[config.mk]
export PLATFORM = sky130hd
export DESIGN_NAME = wppf_framer
export DESIGN_NICKNAME = d
export VERILOG_FILES = /design/src/core/wppf_pkg.sv /design/src/core/wppf_fifo.sv /design/src/core/wppf_framer.sv
export SDC_FILE = /design/constraint.sdc
export NUM_CORES = 1
export LEC_CHECK = 0
export ABC_AREA = 0
export BUFFER_PORTS_ARGS = -buffer_cell sky130_fd_sc_hd__clkbuf_2
export CORE_MARGIN = 8
export CORE_UTILIZATION = 60
export CTS_CLUSTER_DIAMETER = 200
export DETAILED_ROUTE_END_ITERATION = 6
export GPL_ROUTABILITY_DRIVEN = 0
export PLACE_DENSITY = 0.75
export RECOVER_POWER = 100
export SLEW_MARGIN = 20
export SYNTH_ARGS = -nofsm -noshare
export SYNTH_HDL_FRONTEND = slang
export SYNTH_HIERARCHICAL = 1
export SYNTH_SLANG_ARGS = --single-unit
[constraint.sdc]
create_clock -name clk_in -period 4.28 [get_ports clk_in]
set_input_delay 0.214 -clock clk_in [delete_from_list [all_inputs] [get_ports clk_in]]
set_output_delay 0.214 -clock clk_in [all_outputs]
set_load 0.03 [all_outputs]
[src/core/wppf_pkg.sv]
// Shared constants, types and functions for the WAN PHY medium-attachment framer.
// Assumes one 250 MHz clock; one frame octet is handled per clock edge.
package wppf_pkg;

  // ==========================================================
  // Data widths and buffer depth
  localparam int unsigned OCTET_W    = 8;       // Service octet width
  localparam int unsigned WORD_W     = 16;      // Medium word width
  localparam int unsigned FIFO_DEPTH = 8;       // Transmit payload buffer octets

  // ==========================================================
  // Rates (nominal line rates and local clock, in kHz)
  localparam int unsigned OCTET_RATE_KHZ  = 1244160;  // Octets per second / 1000
  localparam int unsigned WORD_RATE_KHZ   = 622080;   // Words per second / 1000
  localparam int unsigned CLK_RATE_KHZ    = 250000;   // Local clock
  localparam int unsigned OCTETS_PER_WORD = OCTET_RATE_KHZ / WORD_RATE_KHZ;

  // ==========================================================
  // Frame geometry (octet columns, rows)
  localparam logic [14:0] FRAME_COLS   = 15'd17280;  // Columns in a row
  localparam logic [3:0]  FRAME_ROWS   = 4'd9;       // Rows in a frame
  localparam logic [14:0] TOH_COLS     = 15'd576;    // Transport overhead width
  localparam logic [14:0] SCR_LAST_COL = 15'd575;    // Last unscrambled octet of row 0
  localparam logic [14:0] POH_COL      = 15'd576;    // Path overhead column
  localparam logic [14:0] PAY_COL      = 15'd640;    // First payload column
  localparam logic [14:0] ALIGN1_END   = 15'd192;    // End of first alignment run
  localparam logic [14:0] ALIGN2_END   = 15'd384;    // End of second alignment run
  localparam logic [14:0] TRACE_COL    = 15'd384;    // Section trace octet
  localparam logic [14:0] LOCK_COL     = 15'd191;    // Last first-alignment column
  localparam logic [14:0] RELOCK_COL   = 15'd193;    // Column after the lock word
  localparam logic [3:0]  PTR_ROW      = 4'd3;       // Pointer row

  // ==========================================================
  // Overhead octet values
  localparam logic [7:0] FRAME_ALIGN_FIRST  = 8'hF6;
  localparam logic [7:0] FRAME_ALIGN_SECOND = 8'h28;
  localparam logic [7:0] TRACE_OCT          = 8'h02;
  localparam logic [7:0] GROWTH_OCT         = 8'hCC;
  localparam logic [7:0] PTR_HI_FIRST       = 8'h62;  // Normal flag, pointer 522
  localparam logic [7:0] PTR_LO_FIRST       = 8'h0A;
  localparam logic [7:0] PTR_HI_REST        = 8'h93;  // Concatenation marks
  localparam logic [7:0] PTR_LO_REST        = 8'hFF;
  localparam logic [7:0] ZERO_OCT           = 8'h00;
  localparam logic [15:0] ALIGN_WORD        = 16'hF628;
  localparam logic [6:0]  SCR_SEED          = 7'h7F;

  // ==========================================================
  // Types
  typedef struct packed {
    logic [3:0]  row;
    logic [14:0] col;
  } wppf_pos_type;

  typedef struct packed {
    logic [15:0] data;
    logic        stb;
  } wppf_word_type;

  typedef enum logic {
    WPPF_HUNT = 1'b0,
    WPPF_SYNC = 1'b1
  } wppf_sync_type;

  // ==========================================================
  // Shared functions
  // Advance a frame position by one octet
  function automatic wppf_pos_type pos_next(input wppf_pos_type p);
    wppf_pos_type n;
    n = p;
    if (p.col == FRAME_COLS - 15'd1) begin
      n.col = '0;
      n.row = (p.row == FRAME_ROWS - 4'd1) ? '0 : p.row + 4'd1;
    end else begin
      n.col = p.col + 15'd1;
    end
    return n;
  endfunction

  // One octet of keystream, MSB first, and the advanced state
  function automatic logic [14:0] scr_step(input logic [6:0] s);
    logic [7:0] ks;
    logic [6:0] st;
    st = s;
    ks = '0;
    for (int i = 7; i >= 0; i--) begin
      ks[i] = st[6];
      st    = {st[5:0], st[6] ^ st[5]};
    end
    return {ks, st};
  endfunction

  // Octets of row 0 ahead of the path column stay in clear
  function automatic logic in_clear_row(input wppf_pos_type p);
    return (p.row == 4'd0) && (p.col < TOH_COLS);
  endfunction

  // Overhead and fixed-stuff content for non-payload positions
  function automatic logic [7:0] oh_octet(input wppf_pos_type p);
    logic [7:0] o;
    o = ZERO_OCT;
    if (p.row == 4'd0 && p.col < ALIGN1_END) begin
      o = FRAME_ALIGN_FIRST;
    end else if (p.row == 4'd0 && p.col < ALIGN2_END) begin
      o = FRAME_ALIGN_SECOND;
    end else if (p.row == 4'd0 && p.col == TRACE_COL) begin
      o = TRACE_OCT;
    end else if (p.row == 4'd0 && p.col < TOH_COLS) begin
      o = GROWTH_OCT;
    end else if (p.row == PTR_ROW && p.col < ALIGN1_END) begin
      o = (p.col == 15'd0) ? PTR_HI_FIRST : PTR_HI_REST;
    end else if (p.row == PTR_ROW && p.col < ALIGN2_END) begin
      o = (p.col == ALIGN1_END) ? PTR_LO_FIRST : PTR_LO_REST;
    end
    return o;
  endfunction

endpackage

[src/core/wppf_fifo.sv]
// Small synchronous FIFO with valid/ready on both sides.
// Assumes a single clock and synchronous active-low reset.
`timescale 1ns/1ns
`default_nettype none
module wppf_fifo #(
  parameter int unsigned WIDTH = 8,
  parameter int unsigned DEPTH = 8
) (
  input  wire logic                     clk_in,
  input  wire logic                     rst_n_in,
  input  wire logic                     in_valid_in,
  input  wire logic [WIDTH-1:0]         in_data_in,
  output logic                          in_ready_out,
  output logic                          out_valid_out,
  output logic [WIDTH-1:0]              out_data_out,
  input  wire logic                     out_ready_in,
  output logic [$clog2(DEPTH):0]        count_out
);
  localparam int unsigned AW = $clog2(DEPTH);

  logic [WIDTH-1:0] mem_r [DEPTH];       // Storage
  logic [AW-1:0]    wr_r, wr_nxt;        // Write pointer
  logic [AW-1:0]    rd_r, rd_nxt;        // Read pointer
  logic [AW:0]      cnt_r, cnt_nxt;      // Occupancy
  logic             push, pop;

  // ==========================================================
  // Handshake and pointer update
  always_comb begin
    push    = in_valid_in && (cnt_r != DEPTH[AW:0]);
    pop     = out_ready_in && (cnt_r != '0);
    wr_nxt  = push ? ((wr_r == AW'(DEPTH - 1)) ? '0 : wr_r + 1'b1) : wr_r;
    rd_nxt  = pop ? ((rd_r == AW'(DEPTH - 1)) ? '0 : rd_r + 1'b1) : rd_r;
    cnt_nxt = cnt_r + (AW + 1)'(push) - (AW + 1)'(pop);
  end

  // Registers; storage holds no reset since empty words are never read
  always_ff @(posedge clk_in) begin
    if (!rst_n_in) begin
      wr_r  <= '0;
      rd_r  <= '0;
      cnt_r <= '0;
    end else begin
      wr_r  <= wr_nxt;
      rd_r  <= rd_nxt;
      cnt_r <= cnt_nxt;
    end
    if (push) begin
      mem_r[wr_r] <= in_data_in;
    end
  end

  assign in_ready_out  = (cnt_r != DEPTH[AW:0]);
  assign out_valid_out = (cnt_r != '0);
  assign out_data_out  = mem_r[rd_r];
  assign count_out     = cnt_r;
endmodule
`default_nettype wire

[src/core/wppf_framer.sv]
// Medium-attachment framer: maps service octets into scrambled frames,
// and finds, descrambles and strips received frames back to payload.
// Assumes one frame octet per clock; medium words every second clock.
//
// Contract
// RQ1: Source holds octet until accept sampled high.
// RQ2: Take octet only while accept is high.
// RQ3: Octets move at nominal 1.24416 GHz rate; the code moves one octet per 250 MHz clock instead.
// RQ4: Transmit octet is 8 bits, bit 7 MSB.
// RQ5: Receive bus holds latest payload octet, MSB 7.
// RQ6: Map accepted octets; emit words without gaps.
// RQ7: Pack frame octets into 16-bit words.
// RQ8: Word sends its most significant bits first.
// RQ9: Scramble frames with x^7+x^6+1 frame-synchronous scrambler.
// RQ10: Overheads, scramble, then clear alignment row.
// RQ11: Deserialize received words before frame search.
// RQ12: Receive input from medium or loopback.
// RQ13: Find frame by alignment byte pattern.
// RQ14: No octets while synchronisation is lost.
// RQ15: Drop first 576 octets before descrambling.
// RQ16: Descramble with the same scrambler.
// RQ17: Strip remaining overheads and fixed stuff.
// RQ18: Valid high exactly with a new octet.
// RQ19: One octet per aligned payload octet.
// RQ20: Alignment bytes are F6 then 28.
// RQ21: Overhead spans 576 columns, 3+6 rows.
// RQ22: Sixty-three fixed-stuff columns carry zeros.
// RQ23: Earlier octet goes in the upper byte.
`timescale 1ns/1ns
`default_nettype none
module wppf_framer
  import wppf_pkg::*;
(
  input  wire logic          clk_in,
  input  wire logic          rst_n_in,
  input  wire logic [7:0]    tx_octet_in,
  output logic               tx_accept_out,
  output logic [15:0]        tx_word_out,
  output logic               tx_word_stb_out,
  input  wire logic [15:0]   rx_word_in,
  input  wire logic          rx_word_stb_in,
  input  wire logic          loopback_in,
  output logic [7:0]         rx_octet_out,
  output logic               rx_valid_out,
  output logic               rx_lock_out
);

  // ==========================================================
  // Transmit payload buffer
  logic        fifo_out_valid;  // Buffered octet waiting
  logic [7:0]  fifo_out_data;   // Oldest octet
  logic        fifo_pop;        // Framer takes an octet
  logic        fifo_in_ready;   // Space left
  logic [3:0]  fifo_count;      // Occupancy
  logic        accept_r, accept_nxt;

  // RQ3 RQ4: one octet per clock
  // RQ2: push only on accept
  wppf_fifo #(
    .WIDTH (OCTET_W),
    .DEPTH (FIFO_DEPTH)
  ) u_fifo (
    .clk_in        (clk_in),
    .rst_n_in      (rst_n_in),
    .in_valid_in   (accept_r),
    .in_data_in    (tx_octet_in),
    .in_ready_out  (fifo_in_ready),
    .out_valid_out (fifo_out_valid),
    .out_data_out  (fifo_out_data),
    .out_ready_in  (fifo_pop),
    .count_out     (fifo_count)
  );

  // ==========================================================
  // Transmit frame generator
  wppf_pos_type tx_pos_r, tx_pos_nxt;    // Position being built
  wppf_pos_type tx_opos_r, tx_opos_nxt;  // Position of tx_oct_r
  logic [7:0]   tx_oct_r, tx_oct_nxt;    // Unscrambled octet
  logic [6:0]   tx_scr_r, tx_scr_nxt;    // Scrambler state
  logic [7:0]   tx_hi_r, tx_hi_nxt;      // Earlier octet of a word
  logic [15:0]  tx_word_r, tx_word_nxt;  // Word to the medium
  logic         tx_stb_r, tx_stb_nxt;    // Word strobe
  logic [7:0]   tx_scr_oct;              // Octet after scrambling
  logic [14:0]  tx_ks;                   // Keystream and next state
  logic [4:0]   room_sum;                // Worst-case next occupancy

  always_comb begin
    // Accept only if a push next cycle still fits, so no octet is dropped
    room_sum   = {1'b0, fifo_count} + {4'd0, accept_r};
    accept_nxt = (room_sum < 5'(FIFO_DEPTH));
    tx_pos_nxt = pos_next(tx_pos_r);
    // RQ20 RQ21 RQ22: overhead and stuff from table
    fifo_pop   = 1'b0;
    tx_oct_nxt = oh_octet(tx_pos_r);
    if (tx_pos_r.col >= PAY_COL) begin
      // Underrun fills with zero rather than stalling the line
      fifo_pop   = fifo_out_valid;
      tx_oct_nxt = fifo_out_valid ? fifo_out_data : ZERO_OCT;
    end
    tx_opos_nxt = tx_pos_r;
    // RQ9: frame-synchronous scrambling
    tx_ks      = scr_step(tx_scr_r);
    tx_scr_oct = tx_oct_r ^ tx_ks[14:7];
    tx_scr_nxt = tx_ks[6:0];
    // RQ10: alignment row bypasses the scrambler
    if (in_clear_row(tx_opos_r)) begin
      tx_scr_oct = tx_oct_r;
      tx_scr_nxt = (tx_opos_r.col == SCR_LAST_COL) ? SCR_SEED : tx_scr_r;
    end
    // RQ6 RQ7 RQ8: word every second clock
    // RQ23: even column is the upper byte
    tx_hi_nxt   = tx_hi_r;
    tx_word_nxt = tx_word_r;
    tx_stb_nxt  = 1'b0;
    if (!tx_opos_r.col[0]) begin
      tx_hi_nxt = tx_scr_oct;
    end else begin
      tx_word_nxt = {tx_hi_r, tx_scr_oct};
      tx_stb_nxt  = 1'b1;
    end
  end

  // Transmit registers; reset parks on an even column so no half word leaves
  always_ff @(posedge clk_in) begin
    if (!rst_n_in) begin
      accept_r  <= 1'b0;
      tx_pos_r  <= '0;
      tx_opos_r <= '{row: FRAME_ROWS - 4'd1, col: FRAME_COLS - 15'd2};
      tx_oct_r  <= ZERO_OCT;
      tx_scr_r  <= SCR_SEED;
      tx_hi_r   <= ZERO_OCT;
      tx_word_r <= 16'h0000;
      tx_stb_r  <= 1'b0;
    end else begin
      accept_r  <= accept_nxt;
      tx_pos_r  <= tx_pos_nxt;
      tx_opos_r <= tx_opos_nxt;
      tx_oct_r  <= tx_oct_nxt;
      tx_scr_r  <= tx_scr_nxt;
      tx_hi_r   <= tx_hi_nxt;
      tx_word_r <= tx_word_nxt;
      tx_stb_r  <= tx_stb_nxt;
    end
  end

  // ==========================================================
  // Receive word source, synchroniser and octet split
  wppf_word_type src;                    // Selected word source
  wppf_sync_type sync_r, sync_nxt;       // Frame lock state
  logic [3:0]    off_r, off_nxt;         // Bit offset of octet boundary
  logic [15:0]   prev_r, prev_nxt;       // Previous received word
  wppf_pos_type  wpos_r, wpos_nxt;       // Position of next word's first octet
  logic [7:0]    oa_r, oa_nxt, ob_r, ob_nxt;
  wppf_pos_type  pa_r, pa_nxt, pb_r, pb_nxt;
  logic          ea_r, ea_nxt, eb_r, eb_nxt;  // Pending octet emits
  logic [31:0]   win;                    // Two-word bit window
  logic [15:0]   aw;                     // Aligned word
  logic          hit;
  logic [3:0]    hit_off;

  always_comb begin
    // RQ12: loopback takes the own transmit words
    src  = loopback_in ? '{data: tx_word_r, stb: tx_stb_r}
                       : '{data: rx_word_in, stb: rx_word_stb_in};
    // RQ11: words become a bit window, earliest bit highest
    win     = {prev_r, src.data};
    hit     = 1'b0;
    hit_off = '0;
    // RQ13: search every bit offset for the alignment boundary
    for (int k = 15; k >= 0; k--) begin
      if (win[31 - k -: 16] == ALIGN_WORD) begin
        hit     = 1'b1;
        hit_off = 4'(k);
      end
    end
    aw       = win[31 - off_r -: 16];
    sync_nxt = sync_r;
    off_nxt  = off_r;
    prev_nxt = src.stb ? src.data : prev_r;
    wpos_nxt = wpos_r;
    oa_nxt   = oa_r;
    ob_nxt   = ob_r;
    pa_nxt   = pa_r;
    pb_nxt   = pb_r;
    ea_nxt   = 1'b0;
    eb_nxt   = ea_r;
    if (src.stb) begin
      if (sync_r == WPPF_HUNT) begin
        if (hit) begin
          sync_nxt = WPPF_SYNC;
          off_nxt  = hit_off;
          wpos_nxt = '{row: 4'd0, col: RELOCK_COL};
        end
      end else if (wpos_r.row == 4'd0 && wpos_r.col == LOCK_COL && aw != ALIGN_WORD) begin
        // RQ14: lost lock drops anything pending
        sync_nxt = WPPF_HUNT;
        eb_nxt   = 1'b0;
      end else begin
        oa_nxt   = aw[15:8];
        ob_nxt   = aw[7:0];
        pa_nxt   = wpos_r;
        pb_nxt   = pos_next(wpos_r);
        wpos_nxt = pos_next(pos_next(wpos_r));
        ea_nxt   = 1'b1;
      end
    end
  end

  // Receive front registers
  always_ff @(posedge clk_in) begin
    if (!rst_n_in) begin
      sync_r <= WPPF_HUNT;
      off_r  <= '0;
      prev_r <= 16'h0000;
      wpos_r <= '0;
      oa_r   <= ZERO_OCT;
      ob_r   <= ZERO_OCT;
      pa_r   <= '0;
      pb_r   <= '0;
      ea_r   <= 1'b0;
      eb_r   <= 1'b0;
    end else begin
      sync_r <= sync_nxt;
      off_r  <= off_nxt;
      prev_r <= prev_nxt;
      wpos_r <= wpos_nxt;
      oa_r   <= oa_nxt;
      ob_r   <= ob_nxt;
      pa_r   <= pa_nxt;
      pb_r   <= pb_nxt;
      ea_r   <= ea_nxt;
      eb_r   <= eb_nxt;
    end
  end

  // ==========================================================
  // Receive descrambler and overhead stripping
  logic [6:0]   rx_scr_r, rx_scr_nxt;      // Descrambler state
  logic [7:0]   rx_oct_r, rx_oct_nxt;      // Delivered octet
  logic         rx_val_r, rx_val_nxt;      // Delivery strobe
  logic [7:0]   cur_oct;
  wppf_pos_type cur_pos;
  logic         cur_act;
  logic [14:0]  rx_ks;

  always_comb begin
    cur_oct    = ea_r ? oa_r : ob_r;
    cur_pos    = ea_r ? pa_r : pb_r;
    cur_act    = (ea_r || eb_r) && (sync_r == WPPF_SYNC);
    rx_ks      = scr_step(rx_scr_r);
    rx_scr_nxt = rx_scr_r;
    rx_oct_nxt = rx_oct_r;
    rx_val_nxt = 1'b0;
    if (cur_act) begin
      if (in_clear_row(cur_pos)) begin
        // RQ15: clear row is dropped, reseeding at its end
        if (cur_pos.col == SCR_LAST_COL) begin
          rx_scr_nxt = SCR_SEED;
        end
      end else begin
        // RQ16: same keystream as the transmitter
        rx_scr_nxt = rx_ks[6:0];
        // RQ17: only payload columns go upward
        if (cur_pos.col >= PAY_COL) begin
          // RQ5 RQ18 RQ19: octet and strobe together
          rx_oct_nxt = cur_oct ^ rx_ks[14:7];
          rx_val_nxt = 1'b1;
        end
      end
    end
  end

  // Receive back registers
  always_ff @(posedge clk_in) begin
    if (!rst_n_in) begin
      rx_scr_r <= SCR_SEED;
      rx_oct_r <= ZERO_OCT;
      rx_val_r <= 1'b0;
    end else begin
      rx_scr_r <= rx_scr_nxt;
      rx_oct_r <= rx_oct_nxt;
      rx_val_r <= rx_val_nxt;
    end
  end

  assign tx_accept_out   = accept_r;
  assign tx_word_out     = tx_word_r;
  assign tx_word_stb_out = tx_stb_r;
  assign rx_octet_out    = rx_oct_r;
  assign rx_valid_out    = rx_val_r;
  assign rx_lock_out     = sync_r;
endmodule
`default_nettype wire

==> results.toml <==
[clocking]
clkLatencyLatePin_ns = 0.56
clkTransAtPathRegs_ns = 0.06
cts_max_path_buffers = 3
cts_resized = 0
numCtsBuffers = 28
clock_sinks = 268
cts_root_buffer = "clkbuf_16"
h-tree-depth = 1
tritoncts = "built"

[sta]
finalCriticalPeriod_ns = 3.96
setup_viol = 0
whs_ns = 0.123
slew_headroom = -0.845
max_clock_freq_ghz = 0.252
hold_viol_final = 0
finClkSkew_ns = 0.0109
min_period_over_period = 0.926
finalMaxSlewViolations = 134
rsz0062_at_grt = "no"
fin_setup_tns_ns = 0
worst_pin_slew_ns = 2.77

[placed_design]
postPlaceCellArea_um2 = 15000
dpl.hpwl_um = 26400
io_buffers = 55
dp.cells = 1828

[global_routing]
grt_pass1_vias = 11542
groute.usage.overall = 0.260
grt_overflow = 0
antenna_found_initial = 0
grt_max_degree = 68
grt_pass1_wl_um = 61800

[floorplanning]
die_w_um = 172
fp-row-count = 57
start_util = 0.604
die-area_um2 = 29400
coreArea_um2 = 24000
die-height_um = 172
io_pins = 56

[logic_synthesis]
yosys.area.top_type = "dfxtp_1"
synth_top_area_frac = 0.281
ys_ff_latch = 268
synth-edff-count = 64
synthTopCellsByCount = "dfxtp_1 (204), nand2_1 (150), nor2_1 (113), mux2i_1 (96), a21oi_1 (80)"
synth_seq_area_share = 0.414
synth_cell_types = 83
avgSynthCellArea_um2 = 9.58
synthCells = 1515
syn_area_um2 = 14500
async_flop_share = 0
yosysWarnings = 6
syn-num-nets = 1564
synthFlopType = "dfxtp_1"
yosysMostFrequentCell = "dfxtp_1"
synth.area.top_cells = "dfxtp_1 (28%), edfxtp_1 (13%), mux2i_1 (6.6%)"

[setup_path]
ff2ff_path_depth = 10
crit_fanout = 21
end_kind = "flip-flop"
worstPathArrival_ns = 4.39
start_kind = "flip-flop"
crit_start = "off_r[1]$_SDFFE_PN0P_"
timing.rr.start = "off_r[1]$_SDFFE_PN0P_"
path_class = "flip-flop to flip-flop"
cp.required_ns = 4.71

[routing]
route.detailed.drc = 0
drtPass1Iterations = 6
ant_nets = 0
wl_met3_um = 2810
m1WireLength_um = 16000
dr.first_iter.drc_count = 1406
wirelength_um = 39000
highest_layer = "met4"
vias = 12151
wl_per_cell_um = 20.6
route.met2.wl_um = 18700
vias_per_cell = 6.43

[run_status]
violations = "max-capacitance violations, max-slew violations"
status = "finished, violations left"

[min_path]
min_path_type = "input pin to flip-flop"
hold_start = "rst_n_in"
whs_path_depth = 3

[finish]
final_cell_count_no_fill = 1889
antenna_cells = 0
final_area_um2 = 16000
drive_above_1_share = 0.107
areaGrowthSynthToFinish_pct = 10.3
nNetsFinal = 1592

[power]
leakage_uw = 0.00580
ir_drop_v = 0.000433
p_per_area_nw_per_um2 = 381
power_uw = 6090

[flow_run]
cap_violations = 3
[logic make-up after synthesis]
family                   share of synthesized area
adder cells (fa/ha/maj)                     0.0186
flip-flops                                   0.414
AO/OA/AOI/OAI                                0.127
AND/OR/NAND/NOR                              0.202
XOR/XNOR                                    0.0416
multiplexers                                 0.152
buffers and inverters                       0.0451
[layer usage]
| metal | up-vias | GRT usage |
|---|---|---|
| met3 | 133 | 0.0406 |
| met2 | 581 | 0.442 |
| met4 | 0 | 0.0964 |
| met5 | - | 0 |
| met1 | 5800 | 0.328 |
| li1 | 5637 | - |
[timing repair]
item	in CTS	in global routing
hold buffers	9	0
endpoints found under the hold margin	65	0
setup buffers	0	0
[final timing paths]
check | slack (ns) | to
worst max-delay path | 0.32 | wpos_r[11]$_SDFFE_PN0P_
worst min-delay path | 0.12 | wpos_r[6]$_SDFFE_PN0P_
worst max register to register | 0.32 | wpos_r[11]$_SDFFE_PN0P_
worst min register to register | 0.46 | pa_r[16]$_SDFFE_PN0P_
[state kept, by name, indices dropped and copies added, names as in the netlist, 4 cells and up, named ones only]
signal and flops:
rx_octet_out 8, oa_r 8, tx_word_out 16, tx_opos_nxt 19, tx_scr_r 7, u_fifo/count_out 4
tx_opos_r 19, u_fifo/mem_r 64, wpos_r 19, rx_scr_r 7, pa_r 19, ob_r 8
off_r 4, tx_oct_r 8, tx_hi_r 8, prev_r 16, pb_r 19
[layout by cell type (no fill, tap or decap), types with 11 or more instances in the layout]
| cell | count |
|---|---|
| nand2_1 | 151 |
| nand4_1 | 23 |
| clkbuf_16 | 29 |
| a311oi_1 | 14 |
| xnor2_1 | 26 |
| nor3_1 | 42 |
| o22ai_1 | 13 |
| nand2b_1 | 26 |
| xor2_1 | 43 |
| clkbuf_2 | 21 |
| nor4_1 | 29 |
| mux4_1 | 16 |
| mux2_2 | 24 |
| mux2i_1 | 96 |
| dfxtp_1 | 203 |
| a211oi_1 | 32 |
| edfxtp_1 | 64 |
| nor2_1 | 112 |
| clkbuf_1 | 45 |
| buf_4 | 35 |
| mux4_2 | 23 |
| inv_1 | 36 |
| ha_1 | 20 |
| and2_1 | 23 |
| a21oi_1 | 80 |
| or3_1 | 12 |
| nand3_1 | 47 |
| nor3b_1 | 11 |
| nor2b_1 | 11 |
| o21ai_0 | 61 |
[through the flow]
stage                     setup slack [ns]  utilization
after global routing                0.0693        0.666
after CTS                            0.404        0.669
final                                0.317        0.666
after detailed placement             0.431        0.625
after floorplan                      0.944            -
after global placement               0.476        0.625
[worst max-delay path, cell delays in order, from the launching register on]
cell and delay (ns):
dfxtp_2 0.67, buf_4 0.38, mux2i_1 0.33, o22ai_1 0.12
a221oi_1 0.30, o21ai_0 0.16, or4_4 0.59, o41a_1 0.51
or2_0 0.26, clkbuf_2 0.30, mux2i_1 0.20
[area by class of cell]
type                       count  area [µm²]
clock buffer                  40         858
clock inverter                12         115
fill                        1924        8030
inverter                      37         140
multi-input combinational   1100        7860
sequential                   268        6010
tap                          324         405
timing repair buffer         108         618
[report_power, final]
part           switching (µW)  total [µW]  internal (µW)
combinational             409         718            309
clock                    1040        2500           1460
sequential                138        2870           2730
Power figures use the tool's default switching activity.
